<file path="src/rtl/sfc_pkg.sv">
package sfc_pkg;
    // register offsets, one 16-bit register per offset
    localparam logic [7:0] SFC_SLOT_CFG_OFS = 8'h11;
    localparam logic [7:0] SFC_SAMPLE_FREQ_OFS = 8'h12;
    localparam logic [7:0] SFC_EXT_SYNC_OFS = 8'h38;
    localparam logic [7:0] SFC_OSC_CTRL_OFS = 8'h4b;
    localparam logic [7:0] SFC_AUX_CFG_OFS = 8'h4f;

    // reset values
    localparam logic [15:0] SFC_SLOT_CFG_RST = 16'h1000;
    localparam logic [15:0] SFC_SAMPLE_FREQ_RST = 16'h0028;
    localparam logic [15:0] SFC_EXT_SYNC_RST = 16'h0000;
    localparam logic [15:0] SFC_OSC_CTRL_RST = 16'h2612;
    localparam logic [15:0] SFC_AUX_CFG_RST = 16'h2090;

    // field positions
    localparam int SFC_FIRST_EN_BIT = 0;
    localparam int SFC_FIRST_FMT_LSB = 2;
    localparam int SFC_SECOND_EN_BIT = 5;
    localparam int SFC_SECOND_FMT_LSB = 6;
    localparam int SFC_BYPASS_BIT = 8;
    localparam int SFC_SYNC_SEL_LSB = 2;
    localparam int SFC_AUX_IE_BIT = 5;

    // sync selector value for internally timed sampling
    localparam logic [1:0] SFC_SYNC_INTERNAL = 2'h0;

    // store format codes
    localparam logic [2:0] SFC_FMT_NONE = 3'h0;
    localparam logic [2:0] SFC_FMT_SUM16 = 3'h1;
    localparam logic [2:0] SFC_FMT_SUM32 = 3'h2;
    localparam logic [2:0] SFC_FMT_CHAN16 = 3'h4;
    localparam logic [2:0] SFC_FMT_CHAN32 = 3'h6;

    // bytes written to the fifo per slot result
    localparam logic [4:0] SFC_BYTES_NONE = 5'h00;
    localparam logic [4:0] SFC_BYTES_SUM16 = 5'h02;
    localparam logic [4:0] SFC_BYTES_SUM32 = 5'h04;
    localparam logic [4:0] SFC_BYTES_CHAN16 = 5'h08;
    localparam logic [4:0] SFC_BYTES_CHAN32 = 5'h10;

    // low-frequency oscillator timing
    localparam int SFC_CLK_HZ = 10000000;
    localparam int SFC_LF_OSC_HZ = 32000;
    localparam int SFC_LF_CYCLES = SFC_CLK_HZ / SFC_LF_OSC_HZ;

    typedef enum logic [1:0] {
        SFC_IDLE,
        SFC_RUN_FIRST,
        SFC_RUN_SECOND
    } sfc_state_t;
endpackage : sfc_pkg

</file>
<file path="src/rtl/sfc_lf_clock.sv">
module sfc_lf_clock
    import sfc_pkg::*;
(
    // clock and reset
    input wire logic clk_sys,
    input wire logic nrst,
    input wire logic ce,
    // pin and configuration
    input wire logic aux_pin_one_in,
    input wire logic aux_pin_input_enable,
    input wire logic sample_oscillator_bypass,
    // ticks
    output logic lf_tick,
    output logic ext_rise
);
    localparam logic [8:0] LF_LAST = 9'(SFC_LF_CYCLES - 1);

    logic pin_meta;
    logic pin_sync;
    logic pin_prev;
    logic pin_gated;
    logic [8:0] osc_count;
    logic osc_wrap;

    always_ff @(posedge clk_sys or negedge nrst) begin
        if (!nrst) begin
            pin_meta <= 1'b0;
            pin_sync <= 1'b0;
        end else if (ce) begin
            pin_meta <= aux_pin_one_in;
            pin_sync <= pin_meta;
        end
    end

    // gate after the synchroniser so the first stage feeds only the second
    assign pin_gated = pin_sync & aux_pin_input_enable;
    assign ext_rise = pin_gated & ~pin_prev;

    always_ff @(posedge clk_sys or negedge nrst) begin
        if (!nrst) begin
            pin_prev <= 1'b0;
        end else if (ce) begin
            pin_prev <= pin_gated;
        end
    end

    // stand-in for the internal 32 kHz oscillator
    assign osc_wrap = (osc_count == LF_LAST);

    always_ff @(posedge clk_sys or negedge nrst) begin
        if (!nrst) begin
            osc_count <= 9'h000;
        end else if (ce) begin
            osc_count <= osc_wrap ? 9'h000 : osc_count + 9'h001;
        end
    end

    always_ff @(posedge clk_sys or negedge nrst) begin
        if (!nrst) begin
            lf_tick <= 1'b0;
        end else if (ce) begin
            lf_tick <= sample_oscillator_bypass ? ext_rise : osc_wrap;
        end
    end

    a_pin_gate_off: assert property (@(posedge clk_sys) disable iff (!nrst)
        !aux_pin_input_enable |-> !ext_rise)
        else $error("pin edge seen while input disabled");

    a_bypass_source: assert property (@(posedge clk_sys) disable iff (!nrst)
        (ce && $past(ce) && lf_tick && $past(sample_oscillator_bypass))
        |-> $past(ext_rise))
        else $error("bypass tick without pin edge");

    a_internal_source: assert property (@(posedge clk_sys) disable iff (!nrst)
        (ce && $past(ce) && lf_tick && !$past(sample_oscillator_bypass))
        |-> $past(osc_count) == LF_LAST)
        else $error("internal tick off the oscillator wrap");
endmodule : sfc_lf_clock

</file>
<file path="src/rtl/sfc_slot_cfg.sv">
// Overview of operation
// - second slot stores per code: 0 none,1 sum16,2 sum32,4 ch16,6 ch32
// - first slot stores per the same code set; other codes reserved
// - second slot runs only while its enable bit 5 is one; resets zero
// - first slot runs only while its enable bit 0 is one; resets zero
// - bypass set takes the sample clock from the aux pin, else oscillator
// - selector 00 times samples from the lf clock (oscillator, or aux pin when bypass set) divided by sample frequency
// - aux pin input accepted only while its input-enable bit is set
module sfc_slot_cfg
    import sfc_pkg::*;
(
    // clock and reset
    input wire logic clk_sys,
    input wire logic nrst,
    input wire logic ce,
    // register port
    input wire logic [7:0] reg_addr,
    input wire logic reg_wr,
    input wire logic [15:0] reg_wdata,
    input wire logic reg_rd,
    output logic [15:0] reg_rdata,
    // aux pin
    input wire logic aux_pin_one_in,
    // slot activity, store format and lf clock source
    output logic first_slot_run,
    output logic second_slot_run,
    output logic [4:0] first_slot_store_bytes,
    output logic [4:0] second_slot_store_bytes,
    output logic [1:0] store_code_reserved,
    output logic lf_clock_from_pin
);
    logic [15:0] slot_fifo_configuration;
    logic [15:0] sample_frequency_setting;
    logic [15:0] external_sync_startup;
    logic [15:0] sample_oscillator_control;
    logic [15:0] aux_pin_config;
    logic [2:0] first_slot_store_format;
    logic [2:0] second_slot_store_format;
    logic first_slot_enable;
    logic second_slot_enable;
    logic [1:0] sample_sync_selector;
    logic lf_tick;
    logic ext_rise;
    logic [15:0] lf_count;
    logic sample_tick;
    logic [15:0] next_rdata;
    sfc_state_t state;
    sfc_state_t next_state;

    assign first_slot_store_format =
        slot_fifo_configuration[SFC_FIRST_FMT_LSB +: 3];
    assign second_slot_store_format =
        slot_fifo_configuration[SFC_SECOND_FMT_LSB +: 3];
    assign first_slot_enable = slot_fifo_configuration[SFC_FIRST_EN_BIT];
    assign second_slot_enable = slot_fifo_configuration[SFC_SECOND_EN_BIT];
    assign sample_sync_selector = aux_pin_config[SFC_SYNC_SEL_LSB +: 2];

    function automatic logic [4:0] fmt_bytes(input logic [2:0] code);
        case (code)
            SFC_FMT_SUM16: fmt_bytes = SFC_BYTES_SUM16;
            SFC_FMT_SUM32: fmt_bytes = SFC_BYTES_SUM32;
            SFC_FMT_CHAN16: fmt_bytes = SFC_BYTES_CHAN16;
            SFC_FMT_CHAN32: fmt_bytes = SFC_BYTES_CHAN32;
            default: fmt_bytes = SFC_BYTES_NONE;
        endcase
    endfunction : fmt_bytes

    function automatic logic fmt_reserved(input logic [2:0] code);
        fmt_reserved = (fmt_bytes(code) == SFC_BYTES_NONE)
            && (code != SFC_FMT_NONE);
    endfunction : fmt_reserved

    // register writes; the startup word and the pairing check on the
    // second slot are left to software, the device stores what it is given
    always_ff @(posedge clk_sys or negedge nrst) begin
        if (!nrst) begin
            slot_fifo_configuration <= SFC_SLOT_CFG_RST;
            sample_frequency_setting <= SFC_SAMPLE_FREQ_RST;
            external_sync_startup <= SFC_EXT_SYNC_RST;
            sample_oscillator_control <= SFC_OSC_CTRL_RST;
            aux_pin_config <= SFC_AUX_CFG_RST;
        end else if (ce && reg_wr) begin
            case (reg_addr)
                SFC_SLOT_CFG_OFS: slot_fifo_configuration <= reg_wdata;
                SFC_SAMPLE_FREQ_OFS: sample_frequency_setting <= reg_wdata;
                SFC_EXT_SYNC_OFS: external_sync_startup <= reg_wdata;
                SFC_OSC_CTRL_OFS: sample_oscillator_control <= reg_wdata;
                SFC_AUX_CFG_OFS: aux_pin_config <= reg_wdata;
                default: ;
            endcase
        end
    end

    always_comb begin
        case (reg_addr)
            SFC_SLOT_CFG_OFS: next_rdata = slot_fifo_configuration;
            SFC_SAMPLE_FREQ_OFS: next_rdata = sample_frequency_setting;
            SFC_EXT_SYNC_OFS: next_rdata = external_sync_startup;
            SFC_OSC_CTRL_OFS: next_rdata = sample_oscillator_control;
            SFC_AUX_CFG_OFS: next_rdata = aux_pin_config;
            default: next_rdata = 16'h0000;
        endcase
    end

    always_ff @(posedge clk_sys or negedge nrst) begin
        if (!nrst) begin
            reg_rdata <= 16'h0000;
        end else if (ce && reg_rd) begin
            reg_rdata <= next_rdata;
        end
    end

    sfc_lf_clock u_lf_clock (
        .clk_sys(clk_sys),
        .nrst(nrst),
        .ce(ce),
        .aux_pin_one_in(aux_pin_one_in),
        .aux_pin_input_enable(aux_pin_config[SFC_AUX_IE_BIT]),
        .sample_oscillator_bypass(sample_oscillator_control[SFC_BYPASS_BIT]),
        .lf_tick(lf_tick),
        .ext_rise(ext_rise)
    );

    // sample divider; a zero setting is treated as one so it cannot stall
    assign sample_tick = (sample_sync_selector == SFC_SYNC_INTERNAL)
        ? (lf_tick && (lf_count + 16'h0001 >= sample_frequency_setting))
        : ext_rise;

    always_ff @(posedge clk_sys or negedge nrst) begin
        if (!nrst) begin
            lf_count <= 16'h0000;
        end else if (ce) begin
            if (sample_tick || sample_sync_selector != SFC_SYNC_INTERNAL) begin
                lf_count <= 16'h0000;
            end else if (lf_tick) begin
                lf_count <= lf_count + 16'h0001;
            end
        end
    end

    always_comb begin
        next_state = state;
        case (state)
            SFC_IDLE: begin
                if (sample_tick && first_slot_enable) begin
                    next_state = SFC_RUN_FIRST;
                end else if (sample_tick && second_slot_enable) begin
                    next_state = SFC_RUN_SECOND;
                end
            end
            SFC_RUN_FIRST: begin
                next_state = second_slot_enable ? SFC_RUN_SECOND : SFC_IDLE;
            end
            SFC_RUN_SECOND: next_state = SFC_IDLE;
            default: next_state = SFC_IDLE;
        endcase
    end

    always_ff @(posedge clk_sys or negedge nrst) begin
        if (!nrst) begin
            state <= SFC_IDLE;
        end else if (ce) begin
            state <= next_state;
        end
    end

    // run strobes last one cycle per sample and slot
    always_ff @(posedge clk_sys or negedge nrst) begin
        if (!nrst) begin
            first_slot_run <= 1'b0;
            second_slot_run <= 1'b0;
        end else if (ce) begin
            first_slot_run <= (next_state == SFC_RUN_FIRST)
                && first_slot_enable;
            second_slot_run <= (next_state == SFC_RUN_SECOND)
                && second_slot_enable;
        end
    end

    always_ff @(posedge clk_sys or negedge nrst) begin
        if (!nrst) begin
            first_slot_store_bytes <= SFC_BYTES_NONE;
            second_slot_store_bytes <= SFC_BYTES_NONE;
            store_code_reserved <= 2'h0;
            lf_clock_from_pin <= 1'b0;
        end else if (ce) begin
            first_slot_store_bytes <=
                fmt_bytes(first_slot_store_format);
            second_slot_store_bytes <=
                fmt_bytes(second_slot_store_format);
            store_code_reserved <= {fmt_reserved(second_slot_store_format),
                fmt_reserved(first_slot_store_format)};
            lf_clock_from_pin <=
                sample_oscillator_control[SFC_BYPASS_BIT];
        end
    end

    a_second_run_en: assert property (@(posedge clk_sys) disable iff (!nrst)
        second_slot_run |-> $past(second_slot_enable))
        else $error("second slot ran while disabled");

    a_first_run_en: assert property (@(posedge clk_sys) disable iff (!nrst)
        first_slot_run |-> $past(first_slot_enable) && !second_slot_run)
        else $error("first slot ran while disabled");

    a_second_fmt_ch32: assert property (@(posedge clk_sys) disable iff (!nrst)
        (ce && second_slot_store_format == SFC_FMT_CHAN32) [*2]
        |-> second_slot_store_bytes == 5'h10 && !store_code_reserved[1])
        else $error("second slot channel32 size wrong");

    a_second_fmt_rsv: assert property (@(posedge clk_sys) disable iff (!nrst)
        (ce && second_slot_store_format == 3'h3) [*2]
        |-> second_slot_store_bytes == 5'h00 && store_code_reserved[1])
        else $error("reserved second code not flagged");

    a_first_fmt_sum16: assert property (@(posedge clk_sys) disable iff (!nrst)
        (ce && first_slot_store_format == SFC_FMT_SUM16) [*2]
        |-> first_slot_store_bytes == 5'h02 && !store_code_reserved[0])
        else $error("first slot sum16 size wrong");

    a_divider_tick: assert property (@(posedge clk_sys) disable iff (!nrst)
        (sample_tick && sample_sync_selector == SFC_SYNC_INTERNAL
            && sample_frequency_setting > 16'h0001)
        |-> lf_count == sample_frequency_setting - 16'h0001)
        else $error("sample tick off the divider count");
endmodule : sfc_slot_cfg

</file>
<file path="config.mk">
export PLATFORM = sky130hd
export DESIGN_NAME = sfc_slot_cfg
export DESIGN_NICKNAME = d
export VERILOG_FILES = /design/src/rtl/sfc_pkg.sv /design/src/rtl/sfc_lf_clock.sv /design/src/rtl/sfc_slot_cfg.sv
export SDC_FILE = /design/constraint.sdc
export NUM_CORES = 1
export LEC_CHECK = 0
export ABC_AREA = 1
export BUFFER_PORTS_ARGS = -buffer_cell sky130_fd_sc_hd__buf_2
export CAP_MARGIN = 30
export CORE_MARGIN = 2
export CORE_UTILIZATION = 35
export CTS_CLUSTER_SIZE = 10
export DETAILED_ROUTE_END_ITERATION = 10
export PLACE_DENSITY = 0.64
export SLEW_MARGIN = 10
export SYNTH_ARGS = -nofsm -noshare
export SYNTH_HDL_FRONTEND = slang
export SYNTH_SLANG_ARGS = --single-unit
export TNS_END_PERCENT = 5
</file>
<file path="constraint.sdc">
create_clock -name clk_sys -period 2.35 [get_ports clk_sys]
set_clock_uncertainty 0.15 [all_clocks]
set_input_delay 0.3525 -clock clk_sys [delete_from_list [all_inputs] [get_ports clk_sys]]
set_output_delay 0.3525 -clock clk_sys [all_outputs]
set_load 0.005 [all_outputs]
</file>
* Yosys cells after proc, flatten, opt, wreduce, memory -nomap -nowiden
Index checks and enable logic that the tools add are counted.
** Storage, ports and cells
- Bits in registers :: 142
- Output and inout port bits :: 31
** Cells by class
- $add $sub $neg :: 2
- $lt $le $gt $ge :: 1
- Equal/unequal tests :: 17
- Muxes and demuxes :: 14
- Bitwise gates (word level) :: 3
- Reductions and logical operators :: 24
** Operators by type and width (count)
- $pmux 16 s5 :: 1
- $pmux 5 s4 :: 2
- $mux 16 :: 2
- $add 16x1->16 const B :: 1
- $eq 8x5->1 const B :: 2
- $eq 8x7->1 const B :: 2
- $ge 16x16->1 :: 1
- $eq 3x3->1 const B :: 4
- $reduce_and 2->1 :: 6
- $logic_not 5->1 :: 2
- $mux 5 :: 2
- $add 9x1->9 const B :: 1
- $eq 9x9->1 const B :: 1
- $logic_and 1x1->1 :: 9
- $mux 9 :: 1
- $eq 8x6->1 const B :: 1
- $eq 3x1->1 const B :: 2
- $eq 3x2->1 const B :: 2
- $mux 2 :: 3
- $reduce_bool 3->1 :: 2
- $eq 2x1->1 const B :: 2
- $logic_not 2->1 :: 2
- $pmux 2 s2 :: 1
- $reduce_bool 2->1 :: 2
- other kinds (5) :: 7

* Depth between registers and ports, before layout
Gate-level depths: netlist of run 1.
- Depth after elaboration :: 10
- Mapped depth :: 19
- Gate-level depth less buffers :: 19

* Cells and area by module
Synthesis of run 1 repeated with hierarchy kept, for this count alone.
** Unflattened totals
- Cells, all modules :: 851
- Area total of the unflattened synthesis :: 6816.5 µm²
** By module, submodules not included
- sfc_slot_cfg :: times used 1, cells each 758, area an instance 6148.4 µm², seq. area each 3191.8 µm²
- sfc_lf_clock :: times used 1, cells each 93, area an instance 668.1 µm², seq. area each 325.3 µm²

* Worst setup path before layout of run 1
OpenSTA, ideal clock, no wires.
- Path kind :: register -> register
- Start :: reg lf_count[0]
- End :: reg lf_count[7]
- Setup time :: 0.121 ns
- Arrival :: 2.257 ns
- Setup slack :: -0.179 ns
- Stages on the path, launching flop included :: 18
- Path buffers :: 1
- Clock period less this slack :: 2.529 ns
- Cells stage by stage :: dfrtp_1 -> ha_1 -> nand2_1 -> nor2_1 -> nand2_1 -> nor2_1 -> nand2_1 -> xor2_1 -> ha_1 -> nand4_1 -> o21bai_1 -> nand2_1 -> inv_1 -> nand2_1 -> nor2_4 -> buf_4 -> nand2_1 -> o21ai_1
** On the way
- Longest elaborated chain between the ends :: 7
- Elaborated cells between the ends (all ways) :: 9
- Classes of those cells :: add/sub (1); order compare (1); mux (3); reduce/logical (4)
** Ends and longest elaborated chain
- start, declared :: line sfc_slot_cfg.sv:44 : logic [15:0] lf_count;
- start signal, assigned :: line sfc_slot_cfg.sv:136 : lf_count <= lf_count + 16'h0001;
- $add 16x1->16 * :: line sfc_slot_cfg.sv:126, sfc_slot_cfg.sv:136
- $ge 16x16->1 :: line sfc_slot_cfg.sv:126 : ? (lf_tick && (lf_count + 16'h0001 >= sample_frequency_setting))
- $logic_and 1x1->1 :: line sfc_slot_cfg.sv:126
- $mux 1 :: line sfc_slot_cfg.sv:126
- $logic_or 1x1->1 :: line sfc_slot_cfg.sv:133 : if (sample_tick || sample_sync_selector != SFC_SYNC_INTERNAL) begin
- $reduce_bool 2->1 (no line)
- $reduce_and 2->1 (no line)
Every way passes the cells marked *; elsewhere a longest branch is shown, timed or not. The select of a mux whose other input is x is not followed.
A chain may end at the register's enable or synchronous reset.

* Worst setup path after layout of run 1
- Start :: reg lf_count[0]
- End :: reg lf_count[6]
The elaborated chain is that of the path after synthesis.

==> impl_metrics.env, run 1 <==
export IMPL_dp_slack_ps=-311
export IMPL_synth_cells=832
export IMPL_initial_utilization=0.358
export IMPL_nFillCells=1856
export IMPL_cts_clk_slew_worst_paths_ps=60
export IMPL_place_area_um2=7670
export IMPL_final_cells=1214
export IMPL_drt_iter0_markers=378
export IMPL_power_density_nw_per_um2=824
export IMPL_p_sw_frac=0.264
export IMPL_drv_slew=0
export IMPL_finalHoldViolCount=0
export IMPL_crit_type="reg -> reg"
export IMPL_grt_total_usage=0.177
export IMPL_p_comb_frac=0.165
export IMPL_overflow=0
export IMPL_pwr_share_seq=0.393
export IMPL_start_kind="flip-flop"
export IMPL_cp_required_ps=2500
export IMPL_layout_nets=989
export IMPL_fin_ws_ps=-319
export IMPL_r2r_setup_slack_ps=-320
export IMPL_clock_sinks=140
export IMPL_grtUsageMet2=0.274
export IMPL_grt_max_degree=68
export IMPL_status="finished with violations"
export IMPL_root_buffer="clkbuf_16"
export IMPL_multi_input_area_um2=2800
export IMPL_ys_seq_area_frac=0.521
export IMPL_finalWeightedCongestion=0.804
export IMPL_die_w_um=143
export IMPL_grt_pass1_vias=5514
export IMPL_r2r_cells=16
export IMPL_synthAdderAreaFrac=0.0334
export IMPL_max_cap_viol_count=0
export IMPL_irDropWorstVdd_mv=0.563
export IMPL_wl_um=16900
export IMPL_dp_cells=1173
export IMPL_dieArea_um2=20400
export IMPL_timing_rr_start="lf_count[0]"
export IMPL_final_antenna_net_count=0
export IMPL_r2r_end="lf_count[6]"
export IMPL_yosysUniqueCellTypes=35
export IMPL_ctsHtreeMaxLevel=4
export IMPL_drive_gt1_frac=0.195
export IMPL_fmax_ghz=0.375
export IMPL_register_area_um2=3520
export IMPL_setup_tns_final_ps=-5620
export IMPL_synth_simple_gate_area_frac=0.249
export IMPL_synth_compound_area_frac=0.106
export IMPL_wl_per_cell_um=13.9
export IMPL_numCtsBuffers=17
export IMPL_cp_startpoint="lf_count[0]"
export IMPL_power_switching_mw=1.84
export IMPL_post_route_drc_count=0
export IMPL_drtPass1Iterations=5
export IMPL_grtUsageMet3=0.0349
export IMPL_dp_final_hpwl_um=12200
export IMPL_setup_viol=20
export IMPL_antenna_found_initial=0
export IMPL_tightestPinTransition_ps=666
export IMPL_synth_area_leaders="dfrtp_1, nand2_1, o21ai_0"
export IMPL_crit_arrival_ps=2810
export IMPL_p_leak_nw=4.21
export IMPL_core_um2=18800
export IMPL_syn_cell_area_um2=6750
export IMPL_holdWs_ps=95.2
export IMPL_vias=5643
export IMPL_min_period_ps=2670
export IMPL_crit_fanout=16
export IMPL_antenna_cells=0
export IMPL_synth_largest_area_cell="dfrtp_1"
export IMPL_viasPerCell=4.65
export IMPL_grt_use_met1=0.246
export IMPL_maxSlewHeadroom=0.556
export IMPL_p_int_mw=5.13
export IMPL_synth_top_area_frac=0.478
export IMPL_clock_path_buffers=2
export IMPL_busiest_layer="met2"
export IMPL_final_area_um2=8460
export IMPL_row_count=50
export IMPL_avgSynthCellArea_um2=8.11
export IMPL_port_buffers=58
export IMPL_grt_pass1_wl_um=28100
export IMPL_hp_class="in -> reg"
export IMPL_clkPwrFrac=0.442
export IMPL_cp_endpoint="lf_count[6]"
export IMPL_rsz0062_at_grt="true"
export IMPL_yosys_warnings=0
export IMPL_fin_util=0.449
export IMPL_die_h_um=143
export IMPL_finalCritPeriodShare=1.14
export IMPL_synth_top_family_by_area="simple AND/OR/NAND/NOR gates"
export IMPL_synth_seq_cells=140
export IMPL_syn2layout_area_growth_pct=25.3
export IMPL_power_mw=6.97
export IMPL_clk_latency_ps=430
export IMPL_synth_mux_area_frac=0
export IMPL_ios=61
export IMPL_violations="setup timing"
export IMPL_synthXorXnorAreaFrac=0.0193
export IMPL_cts_tree="yes"
export IMPL_critPathCaptureType="flip-flop"
-- per-layer routing --
metal	wire [um]	share of wire	up-vias
li1	-	-	2863
met1	8040	0.48	2648
met3	846	0.050	23
met4	346	0.020	0
met2	7690	0.45	109
met5	0	0	-
-- registers in the layout (all words and copies together) (netlist names), 2 cells and up --
name / cells
aux_pin_config: 16
external_sync_startup: 16
lf_count: 16
reg_rdata: 16
sample_frequency_setting: 16
sample_oscillator_control: 16
slot_fifo_configuration: 16
u_lf_clock.osc_count: 9
first_slot_store_bytes: 4
second_slot_store_bytes: 4
state: 2
store_code_reserved: 2
-- cells in the mapped netlist --
library cell	number
nand2_1	295
dfrtp_1	129
o21ai_0	117
inv_1	77
nor2_1	51
nor3_1	22
ha_1	18
buf_2	13
xor2_1	13
clkbuf_1	11
dfstp_2	11
nand3_1	10
nand4_1	9
a21oi_1	8
buf_4	5
clkinv_1	4
inv_2	4
nand2_2	4
o21ai_1	4
o21bai_1	4
nor2_4	3
nor3b_1	3
o31ai_1	3
nor4_1	2
nor4_2	2
a21o_1	1
and2_1	1
buf_6	1
clkbuf_2	1
conb_1	1
nand3_2	1
nand3b_1	1
nor4_4	1
o41ai_1	1
xor2_2	1
-- timing repair --
action	CTS	global route
gates resized for setup	6	1
pin swaps	5	1
endpoints found under the hold margin	56	0
gates cloned	0	0
hold buffers	2	0
endpoints found under the setup margin	20	20
buffers inserted	6	1
-- critical path, cell delays in order (launching register included) --
cell and delay (ps):
dfrtp_1 370, ha_1 180, nand2_1 70, nor2_2 140
nand2_2 120, nor2_4 150, nand2_1 100, xor2_2 160
ha_1 290, nand4_1 100, nor3_1 180, nand2_1 90
nand2_2 120, nor2_4 60, buf_12 150, nand2_1 50
o21ai_0 70
-- power groups by stage --
stage | Clock [mW] | Combinational [mW] | Sequential, mW
2_1_floorplan | 0 | 0.662 | 2.76
3_3_place_gp | 0 | 1.07 | 2.78
3_5_place_dp | 0 | 1.10 | 2.78
4_1_cts | 3.14 | 1.15 | 2.74
5_1_grt | 3.22 | 1.33 | 2.77
6_report | 3.08 | 1.15 | 2.74
-- kinds of logic (layout without fill, tap and decap cells) --
kind of cell	after synthesis	count (layout)
flops	140	140
buf+inv	116	237
fa+ha+maj	18	18
compound gates	138	138
simple gates	405	405
xor+xnor	14	14
other cells	1	2
-- area by class of cell --
class,count,area share
multi-input cells,577,0.331
flip-flops and latches,140,0.416
inverters,85,0.0377
well taps,260,0.0385
clock inverters,13,0.0281
clock buffers,19,0.0524
repair buffers,120,0.0966
-- how the worst min path moves through the flow --
stage | start | endpoint | slack [ps] | cells after the start
2_1_floorplan | nrst | aux_pin_config[0] | -90 | 0
3_3_place_gp | nrst | second_slot_store_bytes[2] | 240 | 1
3_5_place_dp | nrst | second_slot_store_bytes[2] | 250 | 1
4_1_cts | reg_wdata[11] | sample_frequency_setting[11] | 90 | 3
5_1_grt | reg_wdata[14] | sample_frequency_setting[14] | 110 | 3
6_report | reg_wdata[10] | sample_oscillator_control[10] | 100 | 3
-- placed cells by master, fill, tap and decap left out, drive strengths merged, types with 7 or more instances in the layout --
cell type | netlist | layout
nand2 | 299 | 299
dfrtp | 129 | 129
o21ai | 121 | 121
buf | 19 | 118
inv | 81 | 82
nor2 | 54 | 54
nor3 | 22 | 22
clkbuf | 12 | 19
ha | 18 | 18
xor2 | 14 | 14
dfstp | 11 | 11
nand3 | 11 | 11
nand4 | 9 | 9
a21oi | 8 | 8
clkinv | 4 | 7
No activity file was read; power rests on OpenSTA's default activity.
==> run 2, diff against run 1 <==
- clock period: 2.35 -> 2.2 ns (I/O delays scaled with it)
==> run 2 against run 1 <==
The flow still finishes with violations (setup timing). Die area unchanged. Global-route usage is 0.064 points higher. Non-clock buffer count increased by 4. Critical path depth grew 2. First-iteration DRC count is 13% higher. Final area down 0.33%. Hold slack got worse by 17 ps. Maximum frequency shrank 2.5%. Power down 0.94%. Routed wire length grew 1.3%. Cell count up 0.33%. Sequential share of layout area grew 0.14 points.
==> impl_metrics.env, run 2 (synthesized netlist as in run 1, its figures left out) <==
export IMPL_status="finished with violations"
export IMPL_violations="setup timing"
export IMPL_r2r_end="lf_count[15]"
export IMPL_wl_per_cell_um=14.1
export IMPL_critPathCaptureType="flip-flop"
export IMPL_nFillCells=1856
export IMPL_start_kind="flip-flop"
export IMPL_fin_ws_ps=-538
export IMPL_drtPass1Iterations=7
export IMPL_grt_max_degree=59
export IMPL_ctsHtreeMaxLevel=4
export IMPL_final_antenna_net_count=0
export IMPL_finalWeightedCongestion=0.800
export IMPL_crit_fanout=6
export IMPL_register_area_um2=3520
export IMPL_fmax_ghz=0.365
export IMPL_hp_class="in -> reg"
export IMPL_drt_iter0_markers=426
export IMPL_initial_utilization=0.358
export IMPL_setup_viol=20
export IMPL_syn2layout_area_growth_pct=24.9
export IMPL_vias=5720
export IMPL_power_density_nw_per_um2=819
export IMPL_finalCritPeriodShare=1.24
export IMPL_crit_arrival_ps=2940
export IMPL_dp_cells=1175
export IMPL_row_count=50
export IMPL_cp_required_ps=2400
export IMPL_p_comb_frac=0.181
export IMPL_irDropWorstVdd_mv=0.545
export IMPL_max_cap_viol_count=0
export IMPL_clkPwrFrac=0.394
export IMPL_crit_type="reg -> reg"
export IMPL_place_area_um2=7680
export IMPL_numCtsBuffers=17
export IMPL_core_um2=18800
export IMPL_grt_total_usage=0.178
export IMPL_mostFrequentLayoutCell="nand2_1"
export IMPL_pwr_share_seq=0.424
export IMPL_antenna_cells=0
export IMPL_maxSlewHeadroom=0.637
export IMPL_hold_start="reg_wdata[10]"
export IMPL_dp_final_hpwl_um=12200
export IMPL_port_buffers=58
export IMPL_layout_nets=993
export IMPL_cts_tree="yes"
export IMPL_grt_pass1_vias=5591
export IMPL_p_int_mw=4.97
export IMPL_cts_clk_slew_worst_paths_ps=60
export IMPL_timing_rr_start="lf_count[1]"
export IMPL_whs_endpoint="sample_oscillator_control[10]"
export IMPL_viasPerCell=4.70
export IMPL_clock_path_buffers=2
export IMPL_root_buffer="clkbuf_16"
export IMPL_tightestPinTransition_ps=545
export IMPL_final_cell_mix="nand2_1, dfrtp_1, o21ai_0"
export IMPL_overflow=0
export IMPL_drive_gt1_frac=0.204
export IMPL_r2r_setup_slack_ps=-540
export IMPL_p_leak_nw=4.19
export IMPL_whs_path_depth=3
export IMPL_ios=61
export IMPL_wl_um=17100
export IMPL_rsz0062_at_grt="true"
export IMPL_p_sw_frac=0.281
export IMPL_min_period_ps=2740
export IMPL_power_switching_mw=1.94
export IMPL_die_h_um=143
export IMPL_final_area_um2=8430
export IMPL_final_cells=1218
export IMPL_clk_latency_ps=410
export IMPL_dieArea_um2=20400
export IMPL_clock_sinks=140
export IMPL_die_w_um=143
export IMPL_grt_pass1_wl_um=28300
export IMPL_setup_tns_final_ps=-10090
export IMPL_antenna_found_initial=0
export IMPL_r2r_cells=18
export IMPL_finalHoldViolCount=0
export IMPL_multi_input_area_um2=2840
export IMPL_post_route_drc_count=0
export IMPL_drv_slew=0
run 2: cell count changes in the layout (fill, tap and decap cells not counted), moves of 2 or more:
cell,previous run,this run
o21ai_1,4,6
clkinv_2,0,4
nand2_2,6,8
nand2_1,293,291
ha_1,18,16
clkinv_4,3,1
clkbuf_8,1,3
o21ai_0,117,115
bufinv_16,6,1
buf_4,56,59
run 2: per-stage QoR:
stage / setup WS, ps / utilization / hold slack (ps) / total power [mW]
6_report: -538 / 0.448 / 78.7 / 6.91
5_1_grt: -699 / 0.448 / 94.5 / 7.29
4_1_cts: -480 / 0.442 / 59.2 / 6.90
3_5_place_dp: -453 / 0.408 / 181 / 4.13
3_3_place_gp: -420 / 0.408 / 179 / 4.10
2_1_floorplan: -251 / - / -116 / 3.66
run 2: worst max-delay path by stage:
| stage | from | end | slack [ps] | cells past startpoint |
|---|---|---|---|---|
| after global routing | lf_count[1] | lf_count[14] | -700 | 20 |
| after floorplan | lf_count[4] | lf_count[7] | -250 | 15 |
| after CTS | lf_count[1] | lf_count[6] | -480 | 18 |
| after detailed placement | lf_count[1] | lf_count[6] | -450 | 17 |
| after global placement | lf_count[0] | lf_count[14] | -420 | 17 |
| final | lf_count[1] | lf_count[15] | -540 | 18 |
run 2: routing by layer:
layer / vias up / routed length (um) / global-route usage
met5: - / 0 / 0
met2: 119 / 8050 / 0.283
li1: 2860 / - / -
met1: 2724 / 8140 / 0.246
met4: 0 / 176 / 0.0433
met3: 17 / 774 / 0.0412
run 2: critical path, cell delays in order, from the launching register on:
cell and delay, ps:
dfrtp_1 370, ha_2 190, nand2_2 60, nor2_4 110, nand2_2 100, nor2_4 130
buf_4 150, xor2_4 160, ha_1 260, nand2_1 100, a21oi_1 60, o21bai_1 130
nand2_1 60, inv_1 60, nand2_2 70, nor2_4 210, clkbuf_16 190, nand2_1 50
nand2_1 70
run 2: cell type report:
| type | instances | area share |
|---|---|---|
| Clock buffer | 22 | 0.0563 |
| Clock inverter | 10 | 0.0107 |
| Inverter | 85 | 0.0379 |
| Multi-Input combinational cell | 577 | 0.337 |
| Sequential cell | 140 | 0.417 |
| Tap cell | 260 | 0.0386 |
| Timing Repair Buffer | 124 | 0.103 |
run 2: power groups by stage:
stage | Combinational, mW | Sequential [mW] | Clock (mW)
after detailed placement | 1.16 | 2.98 | 0
after CTS | 1.18 | 2.93 | 2.79
after floorplan | 0.707 | 2.95 | 0
after global placement | 1.13 | 2.96 | 0
final | 1.25 | 2.93 | 2.72
after global routing | 1.43 | 2.96 | 2.89
run 2: repair_timing:
item / in CTS / in global routing
hold buffers: 2 / 0
gates resized for setup: 4 / 13
buffers inserted: 5 / 3
endpoints found under the setup margin: 20 / 20
gates cloned: 0 / 1
endpoints found under the hold margin: 46 / 0
pin swaps: 5 / 15
==> run 3, diff against run 2 <==
- ABC_AREA: 1 -> 0
- SKIP_LAST_GASP: default -> 1
==> run 3 against run 2 <==
The run still ends with setup timing left. Clock power grew 3%. Via count down 10%. Combinational power shrank 37%. Hold slack worse by 34 ps. Clock-buffer cell count fell by 4. Power shrank 6.9%. Register-to-register slack lost 440 ps. Setup slack worse by 440 ps. Synthesized area is 0.33% lower. Critical path type unchanged. Largest cell class unchanged. Largest power group unchanged.
==> impl_metrics.env, run 3 <==
export IMPL_violations="setup timing"
export IMPL_die_w_um=143
export IMPL_synth_top_family_by_area="multiplexers"
export IMPL_yosysUniqueCellTypes=55
export IMPL_numCtsBuffers=17
export IMPL_critPathCaptureType="flip-flop"
export IMPL_ctsHtreeMaxLevel=4
export IMPL_synth_compound_area_frac=0.101
export IMPL_drive_gt1_frac=0.409
export IMPL_p_leak_nw=4.05
export IMPL_initial_utilization=0.358
export IMPL_setup_viol=20
export IMPL_ys_flop_type="dfrtp_1"
export IMPL_grt_max_degree=59
export IMPL_synth_most_common_cell="dfrtp_1"
export IMPL_drt_iter0_markers=476
export IMPL_root_buffer="clkbuf_16"
export IMPL_crit_type="reg -> reg"
export IMPL_overflow=0
export IMPL_grt_pass1_wl_um=27900
export IMPL_antenna_found_initial=0
export IMPL_nFillCells=1720
export IMPL_finalWeightedCongestion=0.795
export IMPL_port_buffers=58
export IMPL_synth_top_area_frac=0.480
export IMPL_crit_slowest_cell="or4_4"
export IMPL_irDropWorstVdd_mv=0.506
export IMPL_wl_um=17300
export IMPL_drv_slew=0
export IMPL_mostFrequentLayoutCell="dfrtp_1"
export IMPL_fin_ws_ps=-976
export IMPL_synth_area_leaders="dfrtp_1, mux2_2, dfstp_2"
export IMPL_yosys_warnings=0
export IMPL_cp_required_ps=2360
export IMPL_clock_path_buffers=2
export IMPL_crit_fanout=6
export IMPL_syn2layout_area_growth_pct=26.7
export IMPL_synthTopCellsByCount="dfrtp_1, mux2_2, nand2_1"
export IMPL_synth_mux_area_frac=0.148
export IMPL_place_area_um2=7770
export IMPL_clk_latency_ps=430
export IMPL_viasPerCell=5.34
export IMPL_final_cell_mix="dfrtp_1, mux2_2, buf_4"
export IMPL_min_period_ps=3180
export IMPL_core_um2=18800
export IMPL_cts_clk_slew_worst_paths_ps=60
export IMPL_grt_total_usage=0.178
export IMPL_synth_edff_count=0
export IMPL_drtPass1Iterations=5
export IMPL_synth_cells=576
export IMPL_crit_arrival_ps=3340
export IMPL_power_density_nw_per_um2=755
export IMPL_dieArea_um2=20300
export IMPL_row_count=50
export IMPL_final_area_um2=8520
export IMPL_synth_simple_gate_area_frac=0.132
export IMPL_layout_nets=763
export IMPL_worst_path_dominant_cell_family="simple AND/OR/NAND/NOR gates"
export IMPL_max_cap_viol_count=0
export IMPL_dp_final_hpwl_um=11800
export IMPL_rsz0062_at_grt="true"
export IMPL_start_kind="flip-flop"
export IMPL_crit_path_cell_trace="and2_4, nand4_1, buf_4, or2_2, xnor2_1, ha_1, nand2_1, or3_1, or4_4, and3_4, a31o_1"
export IMPL_finalCritPeriodShare=1.44
export IMPL_status="finished with violations"
export IMPL_synthXorXnorAreaFrac=0.0221
export IMPL_ys_seq_area_frac=0.523
export IMPL_critPathMaxStageDelay_ps=460
export IMPL_clock_sinks=140
export IMPL_finalHoldViolCount=0
export IMPL_dp_cells=913
export IMPL_fmax_ghz=0.315
export IMPL_hp_class="in -> reg"
export IMPL_crit_buf_inv=1
export IMPL_cts_tree="yes"
export IMPL_grt_pass1_vias=5341
export IMPL_post_route_drc_count=0
export IMPL_async_flop_share=1.00
export IMPL_syn_cell_area_um2=6730
export IMPL_synth_seq_cells=140
export IMPL_final_antenna_net_count=0
export IMPL_wl_per_cell_um=18.0
export IMPL_synthAdderAreaFrac=0.0335
export IMPL_avgSynthCellArea_um2=11.7
export IMPL_ios=61
export IMPL_synth_largest_area_cell="dfrtp_1"
export IMPL_die_h_um=143
export IMPL_vias=5139
export IMPL_antenna_cells=0
export IMPL_final_cells=962
## run 3: cell types whose count changed after synthesis, moves of 19 or more
| cell | change |
|---|---|
| nor2_1 | -19 |
| o21ai_0 | -108 |
| nand2_1 | -248 |
| inv_1 | -46 |
| mux2_2 | +85 |
## run 3: path summary, 6_finish.rpt
path	start	endpoint	slack, ps	depth (start not counted)
worst max register to register	lf_count[0]	lf_count[7]	-980	11
worst min register to register	lf_clock_from_pin	lf_clock_from_pin	350	1
min in group asynchronous	nrst	u_lf_clock.osc_count[6]	280	2
worst max-delay path	lf_count[0]	lf_count[7]	-980	11
max in group asynchronous	nrst	aux_pin_config[7]	890	3
worst min-delay path	reg_wdata[10]	sample_frequency_setting[10]	40	2
## run 3: cell type report
cell class | instances | area [um^2] | share of cell area
tap | 234 | 293 | 0.0344
sequential | 140 | 3520 | 0.413
timing repair buffer | 148 | 1010 | 0.118
clock buffer | 18 | 429 | 0.0504
inverter | 31 | 116 | 0.0137
clock inverter | 14 | 145 | 0.0170
multi-input combinational | 377 | 3010 | 0.354
## run 3: kinds of logic after synthesis
kind of cell | Yosys count
simple gates | 158
other cells | 1
fa+ha+maj | 18
mux | 89
compound gates | 93
buf+inv | 60
flops | 140
xor+xnor | 17
## run 3: metrics by stage
step | utilization | power [mW] | setup TNS (ps) | hold WS, ps | worst slack [ps]
after global placement | 0.414 | 3.61 | -19440 | 157 | -983
after detailed placement | 0.414 | 3.66 | -21750 | 163 | -1090
after global routing | 0.454 | 6.69 | -21110 | 41.5 | -1100
after CTS | 0.452 | 6.46 | -19250 | 30.0 | -1020
final | 0.454 | 6.43 | -18110 | 44.7 | -976
after floorplan | - | 3.31 | -21260 | -116 | -1130
## run 3: worst reg2reg max path, cell delays in order, from the launching register on
cell	delay, ps
dfrtp_1	370
and2_4	160
nand4_1	140
buf_4	170
or2_2	300
xnor2_1	150
ha_1	300
nand2_1	70
or3_1	360
or4_4	460
and3_4	220
a31o_1	210
## run 3: layer usage
metal | global-route usage | routed length, um | vias to the layer above
li1 | - | - | 2380
met1 | 0.229 | 7830 | 2600
met2 | 0.296 | 8550 | 132
met3 | 0.0406 | 640 | 27
met4 | 0.0651 | 267 | 0
met5 | 0 | 0 | -
## run 3: power by group
part | switching, mW | internal, mW
clock network | 1.12 | 1.67
logic | 0.434 | 0.356
registers | 0.127 | 2.72
## run 3: what timing repair did
item,CTS,global route
cloned,0,0
hold buffers,2,0
setup endpoints to repair,20,20
setup buffers,14,2
pin swaps,6,10
hold endpoints to repair,47,0
gates resized for setup,4,5
